## config.mk

```make
export PLATFORM = sky130hd
export DESIGN_NAME = rts_scanner
export DESIGN_NICKNAME = d
export VERILOG_FILES = /design/src/rts_scanner.v
export VERILOG_INCLUDE_DIRS = /design/src
export SDC_FILE = /design/constraint.sdc
export NUM_CORES = 1
export LEC_CHECK = 0
export BUFFER_PORTS_ARGS = -buffer_cell sky130_fd_sc_hd__buf_2
export CELL_PAD_IN_SITES_DETAIL_PLACEMENT = 1
export CELL_PAD_IN_SITES_GLOBAL_PLACEMENT = 1
export CORE_MARGIN = 5
export CORE_UTILIZATION = 35
export DETAILED_ROUTE_END_ITERATION = 8
export GPL_ROUTABILITY_DRIVEN = 0
export HOLD_SLACK_MARGIN = 0.12
export PLACE_DENSITY = 0.67
export REMOVE_ABC_BUFFERS = 1
export SLEW_MARGIN = 20
export SYNTH_ARGS = -nofsm -noshare
export SYNTH_HDL_FRONTEND = slang
export SYNTH_SLANG_ARGS = --single-unit
```

## constraint.sdc

```tcl
create_clock -name clock_i -period 13.3 [get_ports clock_i]
set_clock_uncertainty 0.2 [all_clocks]
set_input_delay 2.66 -clock clock_i [delete_from_list [all_inputs] [get_ports clock_i]]
set_output_delay 2.66 -clock clock_i [all_outputs]
set_load 0.005 [all_outputs]
```

## src/rts_regs.vh

```
// Register offsets, field positions, reset values and timing counts for
// the resistive touch scanner. Included by the scanner; holds definitions.
`ifndef RTS_REGS_VH
`define RTS_REGS_VH

// Register offsets (word index on the plain register port)
`define RTS_STAT1_ADDR 4'h0
`define RTS_STAT2_ADDR 4'h1
`define RTS_CFG_ADDR 4'h2
`define RTS_TRIG_ADDR 4'h3
`define RTS_PERIOD_ADDR 4'h4
`define RTS_SETTLE_ADDR 4'h5
`define RTS_HRES_ADDR 4'h6
`define RTS_VRES_ADDR 4'h7
`define RTS_XCOORD_ADDR 4'h8
`define RTS_YCOORD_ADDR 4'h9
`define RTS_PRESS_ADDR 4'ha

// First status register fields
`define RTS_EV_SAMPLE 0
`define RTS_EV_RELEASE 1
`define RTS_ST_TWO 6
`define RTS_ST_TOUCHED 7

// Configuration fields
`define RTS_CFG_PRESS 0
`define RTS_CFG_ZOOM 1
`define RTS_CFG_ROTATE 2

// Second status register fields
`define RTS_ST2_FIVE 0
`define RTS_ST2_MODE_LO 1

// Reset values
`define RTS_PERIOD_RST 8'h0a
`define RTS_SETTLE_RST 8'h10
`define RTS_RES_RST 16'h1000

// Timing
`define RTS_CLK_HZ 25000000
`define RTS_PERIOD_MIN_MS 8'h05
`define RTS_PERIOD_MAX_MS 8'h64
`define RTS_MS_CYC (`RTS_CLK_HZ / 1000)
`define RTS_ADC_MAX 12'hfff

`endif

```

## src/rts_scanner.v

```verilog
// Resistive touch scanner: drives panel terminals, sequences settle and
// sample phases, scales coordinates and latches events for the host.
// Assumes an external converter returning a 12-bit sample on request and a
// comparator reporting touch; panel pins are asynchronous to clock_i.
`include "rts_regs.vh"

// Notes on behaviour
// - Four-wire X: X+ high, X- low, Y floating; Y is the reverse.
// - Five-wire X: right corners high, left low; Y: upper high, lower low.
// - Origin is at X-/Y- meeting, or lower-left corner on five-wire.
// - Sequence is XY, XY plus pressure, or extended when gestures enabled.
// - Wait a programmable settle time before every sample.
// - Scan repeats every programmed period, 5 ms to 100 ms.
// - Scan only while touched; otherwise stay in standby.
// - Default 4096 points per axis; written resolutions scale X and Y.
// - Detect four- or five-wire panel and report it in status two.
// - Pressure and gestures cannot be enabled on a five-wire panel.
// - Each event latches its own bit until status one is read.
// - Enabled latched event asserts alert until status one is read.
// - New-sample event on touch detection, then once per period.
// - Release event only on touched-to-untouched; coordinates kept.
// - Touched and two-touch bits refresh each period, never latch.
// - Touched and new-sample set only after coordinates are written.
// - On release, new-sample set once more and touched cleared.
// - After release no further events until a new touch.
// - Alert output is active low.
module rts_scanner #(
   parameter [31:0] MS_CYC = `RTS_MS_CYC
) (
   input wire clock_i,
   input wire rst_i,
   input wire [3:0] addr_i,
   input wire [15:0] wdata_i,
   input wire wr_i,
   input wire rd_i,
   output reg [15:0] rdata_o,
   input wire touch_i,
   input wire five_wire_i,
   input wire two_touch_i,
   output reg adc_start_o,
   input wire adc_done_i,
   input wire [11:0] adc_data_i,
   output reg [1:0] adc_chan_o,
   output reg [3:0] term_drive_o,
   output reg [3:0] term_oe_o,
   output reg corner_upper_right_o,
   output reg corner_upper_left_o,
   output reg corner_lower_right_o,
   output reg corner_lower_left_o,
   output reg event_alert_n_o
);

   localparam [6:0] S_IDLE = 7'h01;
   localparam [6:0] S_SETTLE = 7'h02;
   localparam [6:0] S_CONV = 7'h04;
   localparam [6:0] S_SCALE = 7'h08;
   localparam [6:0] S_POST = 7'h10;
   localparam [6:0] S_WAIT = 7'h20;
   localparam [6:0] S_PROBE = 7'h40;

   // Channel order within a sequence
   localparam [1:0] CH_X = 2'd0;
   localparam [1:0] CH_Y = 2'd1;
   localparam [1:0] CH_P = 2'd2;
   localparam [1:0] CH_G = 2'd3;

   // Three-stage synchronisers for pin inputs
   reg [2:0] touch_s_q;
   reg [2:0] five_s_q;
   reg [2:0] two_s_q;
   reg touch_q;
   reg five_q;
   reg two_q;

   reg [6:0] state_q;
   reg [1:0] chan_q;
   reg [31:0] cnt_q;
   reg [31:0] per_cnt_q;
   reg scanning_q;
   reg [2:0] cfg_q;
   reg [7:0] trig_q;
   reg [7:0] period_q;
   reg [7:0] settle_q;
   reg [15:0] hres_q;
   reg [15:0] vres_q;
   reg [15:0] hres_pend_q;
   reg hres_wr_q;
   reg [15:0] xres_q;
   reg [15:0] yres_q;
   reg [15:0] x_q;
   reg [15:0] y_q;
   reg [11:0] press_q;
   reg [11:0] raw_q;
   reg [1:0] ev_q;
   reg touched_q;
   reg two_st_q;

   wire rd_stat1 = rd_i && (addr_i == `RTS_STAT1_ADDR);
   wire [2:0] cfg_eff = five_q ? 3'h0 : cfg_q;
   wire gest_on = cfg_eff[`RTS_CFG_ZOOM] | cfg_eff[`RTS_CFG_ROTATE];
   wire [1:0] mode = gest_on ? 2'd2 :
      (cfg_eff[`RTS_CFG_PRESS] ? 2'd1 : 2'd0);
   wire [1:0] last_ch = gest_on ? CH_G :
      (cfg_eff[`RTS_CFG_PRESS] ? CH_P : CH_Y);
   wire [7:0] per_ms = (period_q < `RTS_PERIOD_MIN_MS) ?
      `RTS_PERIOD_MIN_MS : ((period_q > `RTS_PERIOD_MAX_MS) ?
      `RTS_PERIOD_MAX_MS : period_q);
   wire [31:0] per_cyc = per_ms * MS_CYC;
   wire [31:0] settle_cyc = {24'h0, settle_q} + 32'd1;
   wire [15:0] res_sel = (chan_q == CH_Y) ? yres_q : xres_q;
   wire [27:0] prod = raw_q * res_sel;
   wire [15:0] scaled = prod[27:12];
   wire [7:0] ev_new;
   wire [1:0] ev_set;

   // Event set wins over the read clear
   assign ev_new = {6'h0, ev_q | ev_set};

   // Event sources computed from the sequencer
   reg set_sample;
   reg set_release;
   assign ev_set = {set_release, set_sample};

   always @(posedge clock_i or posedge rst_i) begin
      if (rst_i) begin
         touch_s_q <= 3'h0;
         five_s_q <= 3'h0;
         two_s_q <= 3'h0;
         touch_q <= 1'b0;
         five_q <= 1'b0;
         two_q <= 1'b0;
      end else begin
         touch_s_q <= {touch_s_q[1:0], touch_i};
         five_s_q <= {five_s_q[1:0], five_wire_i};
         two_s_q <= {two_s_q[1:0], two_touch_i};
         if (touch_s_q[2] == touch_s_q[1]) touch_q <= touch_s_q[2];
         if (five_s_q[2] == five_s_q[1]) five_q <= five_s_q[2];
         if (two_s_q[2] == two_s_q[1]) two_q <= two_s_q[2];
      end
   end

   // Register writes
   always @(posedge clock_i or posedge rst_i) begin
      if (rst_i) begin
         cfg_q <= 3'h0;
         trig_q <= 8'h00;
         period_q <= `RTS_PERIOD_RST;
         settle_q <= `RTS_SETTLE_RST;
         hres_q <= `RTS_RES_RST;
         vres_q <= `RTS_RES_RST;
         hres_pend_q <= `RTS_RES_RST;
         hres_wr_q <= 1'b0;
      end else if (wr_i) begin
         case (addr_i)
            `RTS_CFG_ADDR: begin
               cfg_q <= five_q ? 3'h0 : wdata_i[2:0];
            end
            `RTS_TRIG_ADDR: begin
               trig_q <= wdata_i[7:0];
            end
            `RTS_PERIOD_ADDR: begin
               period_q <= wdata_i[7:0];
            end
            `RTS_SETTLE_ADDR: begin
               settle_q <= wdata_i[7:0];
            end
            `RTS_HRES_ADDR: begin
               hres_pend_q <= wdata_i;
               hres_wr_q <= 1'b1;
            end
            `RTS_VRES_ADDR: begin
               // Both resolutions take effect together
               if (hres_wr_q) begin
                  hres_q <= hres_pend_q;
                  vres_q <= wdata_i;
                  hres_wr_q <= 1'b0;
               end
            end
            default: begin
            end
         endcase
      end
   end

   // Sequencer
   always @* begin
      set_sample = 1'b0;
      set_release = 1'b0;
      if (state_q == S_POST) set_sample = 1'b1;
      if ((state_q == S_WAIT || state_q == S_IDLE) && scanning_q &&
          !touch_q) begin
         set_sample = 1'b1;
         set_release = 1'b1;
      end
   end

   always @(posedge clock_i or posedge rst_i) begin
      if (rst_i) begin
         state_q <= S_IDLE;
         chan_q <= CH_X;
         cnt_q <= 32'h0;
         per_cnt_q <= 32'h0;
         scanning_q <= 1'b0;
         xres_q <= `RTS_RES_RST;
         yres_q <= `RTS_RES_RST;
         x_q <= 16'h0;
         y_q <= 16'h0;
         press_q <= 12'h0;
         raw_q <= 12'h0;
         touched_q <= 1'b0;
         two_st_q <= 1'b0;
         adc_start_o <= 1'b0;
         adc_chan_o <= CH_X;
      end else begin
         adc_start_o <= 1'b0;
         per_cnt_q <= (per_cnt_q == 32'h0) ? 32'h0 : per_cnt_q - 32'd1;
         case (state_q)
            S_IDLE: begin
               if (scanning_q && !touch_q) begin
                  scanning_q <= 1'b0;
                  touched_q <= 1'b0;
                  two_st_q <= 1'b0;
               end else if (touch_q) begin
                  xres_q <= hres_q;
                  yres_q <= vres_q;
                  per_cnt_q <= per_cyc;
                  chan_q <= CH_X;
                  cnt_q <= settle_cyc;
                  state_q <= S_SETTLE;
               end
            end
            S_SETTLE: begin
               if (cnt_q == 32'd1) begin
                  adc_start_o <= 1'b1;
                  adc_chan_o <= chan_q;
                  state_q <= S_CONV;
               end else begin
                  cnt_q <= cnt_q - 32'd1;
               end
            end
            S_CONV: begin
               if (adc_done_i) begin
                  raw_q <= adc_data_i;
                  state_q <= S_SCALE;
               end
            end
            S_SCALE: begin
               // Origin at the low terminal: raw zero maps to zero
               if (chan_q == CH_X) x_q <= scaled;
               if (chan_q == CH_Y) y_q <= scaled;
               if (chan_q == CH_P) press_q <= raw_q;
               if (chan_q == last_ch) begin
                  state_q <= S_POST;
               end else begin
                  chan_q <= chan_q + 2'd1;
                  cnt_q <= settle_cyc;
                  state_q <= S_SETTLE;
               end
            end
            S_POST: begin
               scanning_q <= 1'b1;
               touched_q <= 1'b1;
               two_st_q <= gest_on & two_q;
               state_q <= S_WAIT;
            end
            S_WAIT: begin
               if (!touch_q) begin
                  scanning_q <= 1'b0;
                  touched_q <= 1'b0;
                  two_st_q <= 1'b0;
                  state_q <= S_IDLE;
               end else if (per_cnt_q == 32'h0) begin
                  state_q <= S_PROBE;
               end
            end
            S_PROBE: begin
               per_cnt_q <= per_cyc;
               chan_q <= CH_X;
               cnt_q <= settle_cyc;
               state_q <= S_SETTLE;
            end
            default: begin
               state_q <= S_IDLE;
            end
         endcase
      end
   end

   // Terminal drive per channel and panel type
   always @(posedge clock_i or posedge rst_i) begin
      if (rst_i) begin
         term_drive_o <= 4'h0;
         term_oe_o <= 4'h0;
         corner_upper_right_o <= 1'b0;
         corner_upper_left_o <= 1'b0;
         corner_lower_right_o <= 1'b0;
         corner_lower_left_o <= 1'b0;
      end else if (state_q == S_SETTLE || state_q == S_CONV) begin
         // Terminal order {y_neg, y_pos, x_neg, x_pos}; corners drive five-wire
         if (five_q) begin
            term_oe_o <= 4'h0;
            term_drive_o <= 4'h0;
            corner_upper_right_o <= 1'b1;
            corner_upper_left_o <= (chan_q == CH_Y);
            corner_lower_right_o <= (chan_q != CH_Y);
            corner_lower_left_o <= 1'b0;
         end else if (chan_q == CH_Y) begin
            term_oe_o <= 4'hc;
            term_drive_o <= 4'h4;
         end else if (chan_q == CH_X) begin
            term_oe_o <= 4'h3;
            term_drive_o <= 4'h1;
         end else begin
            // Pressure and gesture: X+ high, Y- low across the layers
            term_oe_o <= 4'h9;
            term_drive_o <= 4'h1;
         end
      end else begin
         term_oe_o <= 4'h0;
         term_drive_o <= 4'h0;
         corner_upper_right_o <= 1'b0;
         corner_upper_left_o <= 1'b0;
         corner_lower_right_o <= 1'b0;
         corner_lower_left_o <= 1'b0;
      end
   end

   // Events, alert and read data
   always @(posedge clock_i or posedge rst_i) begin
      if (rst_i) begin
         ev_q <= 2'h0;
         event_alert_n_o <= 1'b1;
         rdata_o <= 16'h0;
      end else begin
         ev_q <= rd_stat1 ? ev_set : ev_new[1:0];
         event_alert_n_o <= ~(|((rd_stat1 ? {6'h0, ev_set} : ev_new) &
            trig_q));
         rdata_o <= 16'h0;
         if (rd_i) begin
            case (addr_i)
               `RTS_STAT1_ADDR: rdata_o <= {8'h0, touched_q, two_st_q,
                  4'h0, ev_q};
               `RTS_STAT2_ADDR: rdata_o <= {13'h0, mode, five_q};
               `RTS_CFG_ADDR: rdata_o <= {13'h0, cfg_eff};
               `RTS_TRIG_ADDR: rdata_o <= {8'h0, trig_q};
               `RTS_PERIOD_ADDR: rdata_o <= {8'h0, period_q};
               `RTS_SETTLE_ADDR: rdata_o <= {8'h0, settle_q};
               `RTS_HRES_ADDR: rdata_o <= hres_q;
               `RTS_VRES_ADDR: rdata_o <= vres_q;
               `RTS_XCOORD_ADDR: rdata_o <= x_q;
               `RTS_YCOORD_ADDR: rdata_o <= y_q;
               `RTS_PRESS_ADDR: rdata_o <= {4'h0, press_q};
               default: rdata_o <= 16'h0;
            endcase
         end
      end
   end

endmodule // rts_scanner

```

After elaboration in Yosys (flattened, before gate mapping)

Index checks and enable logic that the tools add are counted.

Input bits: 40
Flip-flop bits (word level): 285
Output and inout port bits: 32

Reduce and logical (&&, ||, !) cells: 32
Bitwise operators: 6
Add/subtract/negate cells: 4
Multiplexer cells: 59
$lt $le $gt $ge: 2
Multiply operators: 2
Equal/unequal tests: 35

Operator list:

| operator                                            | number |
|---|---|
| two-way mux 32 bit                                  | 7 |
| case mux 16 bit (11 select lines)                   | 1 |
| case mux 32 bit (4 select lines)                    | 1 |
| case mux 32 bit (2 select lines)                    | 1 |
| subtractor 32 x 1 -> 32 bit (second input constant) | 2 |
| case mux 7 bit (7 select lines)                     | 1 |
| two-way mux 7 bit                                   | 6 |
| == test 32 x 1 -> 1 bit (second input constant)     | 1 |
| logical NOT 32 bit                                  | 1 |
| two-way mux 16 bit                                  | 2 |
| multiplier 12 x 16 -> 28 bit                        | 1 |
| AND reduction 2 bit                                 | 11 |
| multiplier 8 x 12 -> 20 bit (second input constant) | 1 |
| two-way mux 4 bit                                   | 5 |
| == test 4 x 3 -> 1 bit (second input constant)      | 4 |
| two-way mux 1 bit                                   | 16 |
| two-way mux 2 bit                                   | 8 |
| two-way mux 8 bit                                   | 2 |
| inequality test 2 bit (second input constant)       | 8 |
| == test 4 bit (second input constant)               | 3 |
| two-way mux 3 bit                                   | 4 |
| AND reduction 5 bit                                 | 2 |
| adder 8 x 1 -> 9 bit (second input constant)        | 1 |
| AND reduction 3 bit                                 | 3 |
| 37 further kinds                                    | 48 |

Logic depth before layout (Yosys ltp)

Gate-level depths: netlist of the first run.

Depth in word-level cells: 10
Depth in mapped cells: 25

Worst setup path after synthesis of the first run

Ideal clock, no wire load.

Path kind: register -> register
Start: reg chan_q[1]
End: reg x_q[8]
Cell stages (with the launch flop): 24
Data arrival time: 6.442 ns
Period minus slack after synthesis: 6.767 ns
Slack: 6.533 ns
Cell sequence: dfrtp_1 -> inv_1 -> ha_1 -> buf_1 -> clkbuf_1 -> mux2_2 -> clkbuf_1 -> nand2_1 -> fa_1 -> inv_1 -> fa_1 -> fa_1 -> fa_1 -> inv_1 -> fa_1 -> inv_1 -> ha_1 -> clkbuf_1 -> nand3_1 -> or3_1 -> o21ai_0 -> a21boi_0 -> xnor2_1 -> mux2_2

Cells in the longest elaborated chain, start to end: 3
Elaborated cells between the ends (all ways): 5

RTL lines:

| what                         | RTL line          | text |
|---|---|---|
| start, declared              | rts_scanner.v:76  | `reg [1:0] chan_q;` |
| start signal, assigned       | rts_scanner.v:255 | `chan_q <= chan_q + 2'd1;` |
| == test 2 x 1 -> 1 bit       | rts_scanner.v:110 | `wire [15:0] res_sel = (chan_q == CH_Y) ? yres_q : xres_q;` |
| two-way mux 16 bit           | rts_scanner.v:110 |  |
| multiplier 12 x 16 -> 28 bit | rts_scanner.v:111 | `wire [27:0] prod = raw_q * res_sel;` |
| end signal, assigned         | rts_scanner.v:249 | `if (chan_q == CH_X) x_q <= scaled;` |
| end, declared                | rts_scanner.v:90  | `reg [15:0] x_q;` |

Parallel ways exist; a longest one is shown, timed or not.
A chain may end at the register's enable or synchronous reset.

Final worst setup path of the first run

Start: reg chan_q[1]
End: reg y_q[8]

Cells in the longest elaborated chain, start to end: 3
Elaborated cells between the ends (all ways): 4

RTL lines:

| what                         | RTL line                             | text |
|---|---|---|
| == test 2 x 1 -> 1 bit (*)   | rts_scanner.v:110, rts_scanner.v:250 |  |
| two-way mux 16 bit           | rts_scanner.v:110                    |  |
| multiplier 12 x 16 -> 28 bit | rts_scanner.v:111                    |  |
| end signal, assigned         | rts_scanner.v:250                    | `if (chan_q == CH_Y) y_q <= scaled;` |
| end, declared                | rts_scanner.v:91                     | `reg [15:0] y_q;` |

Every way passes the cells marked *; elsewhere a longest branch is shown, timed or not.

==> out/results.tsv, run 1 <==
stage	metric	value	unit
global_route	grt_pass1_vias	17100	
worst_setup_path	cp.required	13.54	ns
clock_tree	cts_tree	done	
die	rows	88	
power_and_ir_drop	ir_worst_vdd	0.000144	V
timing	final.setup.tns	0	ns
placed_design	placed_area	0.0213	sq mm
worst_setup_path	max_stage_delay	0.61	ns
clock_tree	clk-insertion-delay-late	0.56	ns
power_and_ir_drop	p_sw_share	46.7	%
power_and_ir_drop	powerDensity	243	mW/mm^2
placed_design	dp_hpwl	45.1	mm
worst_setup_path	cpMaxStageDelayCell	o21ai_0	
hold_path	hold_class	reg -> reg	
clock_tree	post_cts_buffers	0	
timing	fin_crit	7.08	ns
global_route	grt_use_total	19.0	%
global_route	grt_pass1_wl	96.3	mm
synth	synthTopCellsByArea	dfrtp_1, fa_1, ha_1	
drt	num_vias	15500	
finish	finalInstanceArea	0.0226	sq mm
synth	ys_types	77	
worst_setup_path	worst-path-buf-inv	6	
die	start_util	35.2	%
drt	dr.pass1.iters	5	
clock_tree	path_clk_slew	0.06	ns
power_and_ir_drop	p_sw	0.00256	W
drt	drt_iter0_drc	861	
drt	ant_nets	0	
clock_tree	h-tree-depth	2	
synth	synth_top_area_share	33.3	%
synth	synth_largest_area_cell	dfrtp_1	
global_route	antenna_found_initial	0	
timing	rsz0062_at_grt	false	
finish	nets	2418	
synth	yosys_warnings	0	
die	die_x	251	microns
worst_setup_path	critical_path_arrival	7.31	ns
global_route	grt_max_degree	90	
power_and_ir_drop	seqPwrFrac	24.8	%
placed_design	portBuffers	68	
power_and_ir_drop	clockPowerShare	20.0	%
status	status	finished clean	
drt	drt-total-wl	60.2	mm
die	dieArea	0.0628	sq mm
power_and_ir_drop	total_power	0.00549	W
clock_tree	clkSinkCount	280	
die	fp.coreArea	0.0576	sq mm
flow_run	maxCapViolCount	0	
finish	drive_gt1_share	14.1	%
timing	max_slew.worst_pin.slew	1.14	ns
clock_tree	cts_buffers	37	
timing	fin_crit_sh	53.2	%
timing	max_freq	141	MHz
worst_setup_path	path_class	reg -> reg	
worst_setup_path	path_cells	inv_1, ha_1, buf_4, mux2_2, and2_1, fa_1, inv_1, fa_1, inv_1, fa_1, fa_1, inv_1, fa_1, inv_1, ha_1, nand2_1, or3_1, o21ai_0, a21boi_0, xnor2_1, mux2_2	
synth	synth.most_common_cell	nand2_1	
power_and_ir_drop	p_int	0.00292	W
die	die_h	251	microns
die	io_pins	72	
synth	synth_area	0.0203	sq mm
synth	yosysSeqAreaShare	34.6	%
clock_tree	cts_hold_buf	0	
worst_setup_path	cp-start-kind	flop	
drt	drc	0	
worst_setup_path	critical_path.max_fanout	22	
drt	routedWlPerCell	20.8	microns
synth	ys_ff_latch	280	
synth	synthCells	2086	
timing	finalMaxSlewViolations	0	
clock_tree	clockBufferDepth	3	
worst_setup_path	cp_top_family	adder cells	
clock_tree	root_buffer	clkbuf_16	
worst_setup_path	end_kind	flop	
synth	synth_area_per_cell	9.72	sq um
finish	diodes	0	
timing	hold_viol	0	
synth	yosys-top-cells-count	nand2_1, dfrtp_1, inv_1, fa_1, ha_1	
finish	area_growth	11.6	%
power_and_ir_drop	combPwrFrac	55.2	%
timing	slew_headroom	23.5	%
synth	synth_edf_count	0	
timing	setup_violations	0	
drt	post_drt_via_cell_ratio	5.35	
power_and_ir_drop	p_leak	10.8	nW
synth	async_flop_share	100	%
clock_tree	cts_resized	0	
global_route	grt.overflow.total	0	
synth	ys.flop_type	dfrtp_1	
[metrics by stage]
stage / worst slack (ns) / util [%] / std cells / hold slack (ns)
floorplan: 2.73 / - / 1986 / 0.131
CTS: 6.23 / 39.3 / 2900 / 0.156
finish: 6.22 / 39.3 / 2900 / 0.149
detailed placement: 6.27 / 37.0 / 2834 / 0.142
global route: 5.89 / 39.3 / 2900 / 0.162
global placement: 6.40 / 37.0 / 2834 / 0.142
[path summary, 6_finish.rpt]
check,end,depth (start not counted),from,slack [ns]
hold / removal,five_s_q[1],0,five_s_q[0],0.15
setup / recovery,y_q[8],21,chan_q[1],6.22
hold reg to reg,five_s_q[1],0,five_s_q[0],0.15
min in group asynchronous,rdata_o[11],2,rst_i,1.99
max in group asynchronous,hres_pend_q[13],3,rst_i,9.40
setup reg to reg,y_q[8],21,chan_q[1],6.22
[routing by layer]
layer,vias to the layer above,wire (microns),GRT usage (%)
li1,7070,-,-
met5,-,0,0
met3,91,2260,2.53
met1,8085,25700,24.4
met2,283,30400,33.3
met4,0,1860,5.89
[sequential cells by signal, indices dropped and copies added, names as in the netlist, 3 cells and up]
signal,count
cfg_q,3
cnt_q,32
five_s_q,3
hres_pend_q,16
hres_q,16
per_cnt_q,32
period_q,8
press_q,12
raw_q,12
rdata_o,16
settle_q,8
state_q,7
term_oe_o,4
touch_s_q,3
trig_q,8
two_s_q,3
vres_q,16
x_q,16
xres_q,16
y_q,16
yres_q,16
[cell type report]
cell class,count,area [sq um]
Inverter,197,747
Sequential cell,280,7020
Tap cell,765,957
Clock buffer,51,1090
Multi-Input combinational cell,1509,12100
Fill cell,6501,35000
Clock inverter,15,240
Timing Repair Buffer,83,453
[power by group through the flow]
stage	clock [W]	combinational, W	sequential (W)
floorplan	0	0.00221	0.00122
global placement	0	0.00291	0.00136
detailed placement	0	0.00305	0.00137
CTS	0.00113	0.00308	0.00136
global route	0.00116	0.00344	0.00138
finish	0.00110	0.00303	0.00136
[worst register-to-register path: cells and delay by family (launching register included)]
kind / cells / cell delay, ns
fa+ha+maj: 7 / 3.07
compound gates: 2 / 0.84
mux: 2 / 0.83
buf+inv: 6 / 0.73
simple gates: 3 / 0.68
flops: 1 / 0.38
xor+xnor: 1 / 0.20
[cells by family after synthesis]
group	count (synthesis)	share of synthesized area, %
buffers and inverters	301	5.79
XOR/XNOR	61	2.64
adder cells (fa/ha/maj)	273	22.4
other	1	0.0185
AO/OA/AOI/OAI	314	9.85
flip-flops	280	34.6
AND/OR/NAND/NOR	724	17.3
multiplexers	132	7.45
[layout by cell type, fill, tap and decap left out, drive strengths merged, types with 24 or more instances in the layout]
cell type	synthesis	final
nor3	57	57
clkbuf	86	51
o21ai	76	76
xnor2	37	37
dfrtp	270	270
ha	120	120
or3	24	24
inv	197	199
mux2	124	124
a31oi	24	24
nor2	86	86
nand3	36	36
a22oi	31	31
fa	150	150
buf	18	83
a21oi	74	74
and2	77	77
nand2	333	333
xor2	24	24
(Power assumes the default switching activity.)
==> run 2: changes to the inputs <==
--- a/config.mk
+++ b/config.mk
@@ -6,6 +6,7 @@
 export SDC_FILE = /design/constraint.sdc
 export NUM_CORES = 1
 export LEC_CHECK = 0
+export ABC_AREA = 1
 export BUFFER_PORTS_ARGS = -buffer_cell sky130_fd_sc_hd__buf_2
 export CELL_PAD_IN_SITES_DETAIL_PLACEMENT = 1
 export CELL_PAD_IN_SITES_GLOBAL_PLACEMENT = 1
@@ -14,7 +15,7 @@
 export DETAILED_ROUTE_END_ITERATION = 8
 export GPL_ROUTABILITY_DRIVEN = 0
 export HOLD_SLACK_MARGIN = 0.12
-export PLACE_DENSITY = 0.67
+export PLACE_DENSITY = 0.72
 export REMOVE_ABC_BUFFERS = 1
 export SLEW_MARGIN = 20
 export SYNTH_ARGS = -nofsm -noshare
==> constraint.sdc (replaced) <==
create_clock -name clock_i -period 6.3 [get_ports clock_i]
set_clock_uncertainty 0.2 [all_clocks]
set_input_delay 1.26 -clock clock_i [delete_from_list [all_inputs] [get_ports clock_i]]
set_output_delay 1.26 -clock clock_i [all_outputs]
set_load 0.005 [all_outputs]
==> run 2 against run 1 <==
Global-route usage grew 2.3 points; sequential cell count is the same; utilization grew 0.96 points; wire length grew 13%; synthesized cell count grew 26%; highest routed layer is now met5; hold slack lost 0.00082 ns; critical endpoint is now y_q[3].
==> out/results.tsv, run 2 <==
stage	metric	value	unit
drt	drc	0	
hold_path	holdCritStartpoint	two_s_q[0]	
global_route	antenna_found_initial	4	
timing	max_freq	164	MHz
timing	rsz0062_at_grt	true	
die	rows	89	
synth	synth_edf_count	0	
placed_design	place_ws	-0.131	ns
clock_tree	root_buffer	clkbuf_16	
drt	num_vias	18100	
clock_tree	clk-insertion-delay-late	0.55	ns
timing	fin_crit_sh	96.6	%
placed_design	dp_hpwl	53.1	mm
global_route	grt_pass1_vias	19700	
synth	synthTopCellsByArea	dfrtp_1, fa_1, nand2_1	
drt	routedWlPerCell	19.4	microns
global_route	grt_pass1_wl	110	mm
worst_setup_path	cp-start-kind	flop	
drt	drt-total-wl	68.2	mm
clock_tree	cts_tree	done	
timing	final.setup.tns	0	ns
worst_setup_path	crit_start	chan_q[1]	
clock_tree	cts_buffers	37	
global_route	grt.overflow.total	0	
clock_tree	h-tree-depth	2	
timing	fin_ws	0.212	ns
worst_setup_path	end_kind	flop	
synth	synth_area	0.0209	sq mm
die	dieArea	0.0646	sq mm
global_route	grt_max_degree	126	
synth	ys.flop_type	dfrtp_1	
drt	ant_nets	0	
finish	area_growth	13.8	%
worst_setup_path	cp.required	6.53	ns
die	die_h	254	microns
synth	ys_ff_latch	280	
finish	n_fill_cell	7202	
timing	max_slew.worst_pin.slew	0.997	ns
worst_setup_path	reg2reg_from	chan_q[1]	
drt	post_drt_via_cell_ratio	5.14	
timing	slew_headroom	33.3	%
drt	dr.pass1.iters	5	
flow_run	maxCapViolCount	0	
synth	async_flop_share	100	%
worst_setup_path	critical_path.max_fanout	7	
synth	synth_top_area_share	32.4	%
hold_path	hold_class	reg -> reg	
synth	yosysSeqAreaShare	33.6	%
drt	drt_iter0_drc	1066	
clock_tree	clkSinkCount	280	
timing	fin_crit	6.09	ns
finish	register_area	0.00702	sq mm
die	fp.coreArea	0.0590	sq mm
timing	setup_violations	0	
finish	final_cell_mix	nand2_1, inv_1, nor2_1	
timing	finalMaxSlewViolations	0	
worst_setup_path	path_class	reg -> reg	
die	start_util	35.3	%
synth	synth_largest_area_cell	dfrtp_1	
clock_tree	path_clk_slew	0.06	ns
synth	yosys_warnings	0	
status	status	finished clean	
finish	final_common_cell	nand2_1	
global_route	grt_use_total	21.3	%
synth	ys_types	64	
synth	synthCells	2621	
synth	synth.most_common_cell	nand2_1	
die	io_pins	72	
clock_tree	clockBufferDepth	3	
synth	synth_area_per_cell	7.96	sq um
finish	multiInputGateArea	0.0120	sq mm
finish	largestRegisters	cnt_q (32), per_cnt_q (32)	
finish	drive_gt1_share	11.5	%
die	die_x	254	microns
timing	hold_viol	0	
placed_design	portBuffers	68	
finish	nets	3018	
worst_setup_path	critical_path_arrival	6.32	ns
synth	yosys-top-cells-count	nand2_1, inv_1, nor2_1, dfrtp_1, o21ai_0	
==> run 2: cell types whose count changed after synthesis, moves of 76 or more <==
cell	previous run	this run
nand2_1	333	623
inv_1	197	418
nor2_1	85	288
o21ai_0	75	218
mux2_2	115	2
and2_1	76	0
==> run 2: logic make-up after synthesis <==
group / Yosys count / share of synthesized area [%]
and+or+nand+nor: 1110 / 22.2
DFF: 280 / 33.6
buffers and inverters: 515 / 9.70
AOI/OAI and AO/OA: 392 / 10.6
other: 1 / 0.0180
muxes: 2 / 0.108
xor gates and xnor gates: 48 / 2.02
adders and majority gates: 273 / 21.7
==> run 2: cell type report <==
class                           count  share of cell area [%]
Multi-Input combinational cell   1830                    50.6
Sequential cell                   280                    29.6
Inverter                          439                    7.07
Clock buffer                       52                    4.56
Tap cell                          773                    4.07
Timing Repair Buffer              119                    3.15
Clock inverter                     15                   0.906
Timing Repair inverter              1                  0.0316
Antenna cell                        1                  0.0105
==> run 2: critical path: stages (launching register included) <==
cell and delay [ns]:
dfrtp_1 0.41, inv_2 0.09, ha_4 0.18, clkinvlp_4 0.19
buf_4 0.18, or2_2 0.29, o21ai_2 0.07, bufinv_8 0.22
nand2_1 0.08, fa_1 0.45, fa_1 0.52, inv_1 0.06
fa_1 0.48, fa_1 0.50, inv_1 0.05, fa_1 0.49
inv_1 0.07, ha_4 0.23, buf_4 0.15, nand2_2 0.09
nor2_1 0.05, nor2_1 0.15, o21a_1 0.18, o21ai_0 0.11
or2_2 0.31, nand3_1 0.09, o21ai_0 0.09
==> run 2: final timing paths <==
path | cells past startpoint | slack [ns] | end
worst min-delay path | 0 | 0.15 | two_s_q[1]
max in group asynchronous | 3 | 3.94 | vres_q[10]
worst min register to register | 0 | 0.15 | two_s_q[1]
worst max-delay path | 26 | 0.21 | y_q[3]
worst max register to register | 26 | 0.21 | y_q[3]
min in group asynchronous | 2 | 0.66 | rdata_o[7]
==> run 2: per-stage QoR <==
stage,util (%),hold WS (ns),cell area (sq um),cells
floorplan,-,0.131,20500,2549
global placement,37.5,0.139,22200,3433
detailed placement,37.5,0.139,22200,3433
CTS,39.8,0.152,23500,3504
global route,40.2,0.158,23700,3509
finish,40.2,0.149,23700,3510
==> run 2: timing repair <==
action	4_1_cts	5_1_grt
gates cloned	1	0
hold buffers	0	0
setup buffers	3	5
pin swaps	0	10
resized for setup	12	56
endpoints found under the setup margin	8	32
==> run 2: routing by layer <==
metal	vias up	GRT usage [%]	share of wire (%)
met2	343	36.1	48
met3	116	3.01	4.3
met5	-	0	0.067
met1	9199	29.0	45
met4	6	5.65	2.7
li1	8386	-	-
Power of run 2 is not shown: default switching activity piles up to over one toggle a cycle in this logic, so the estimate is an artifact.
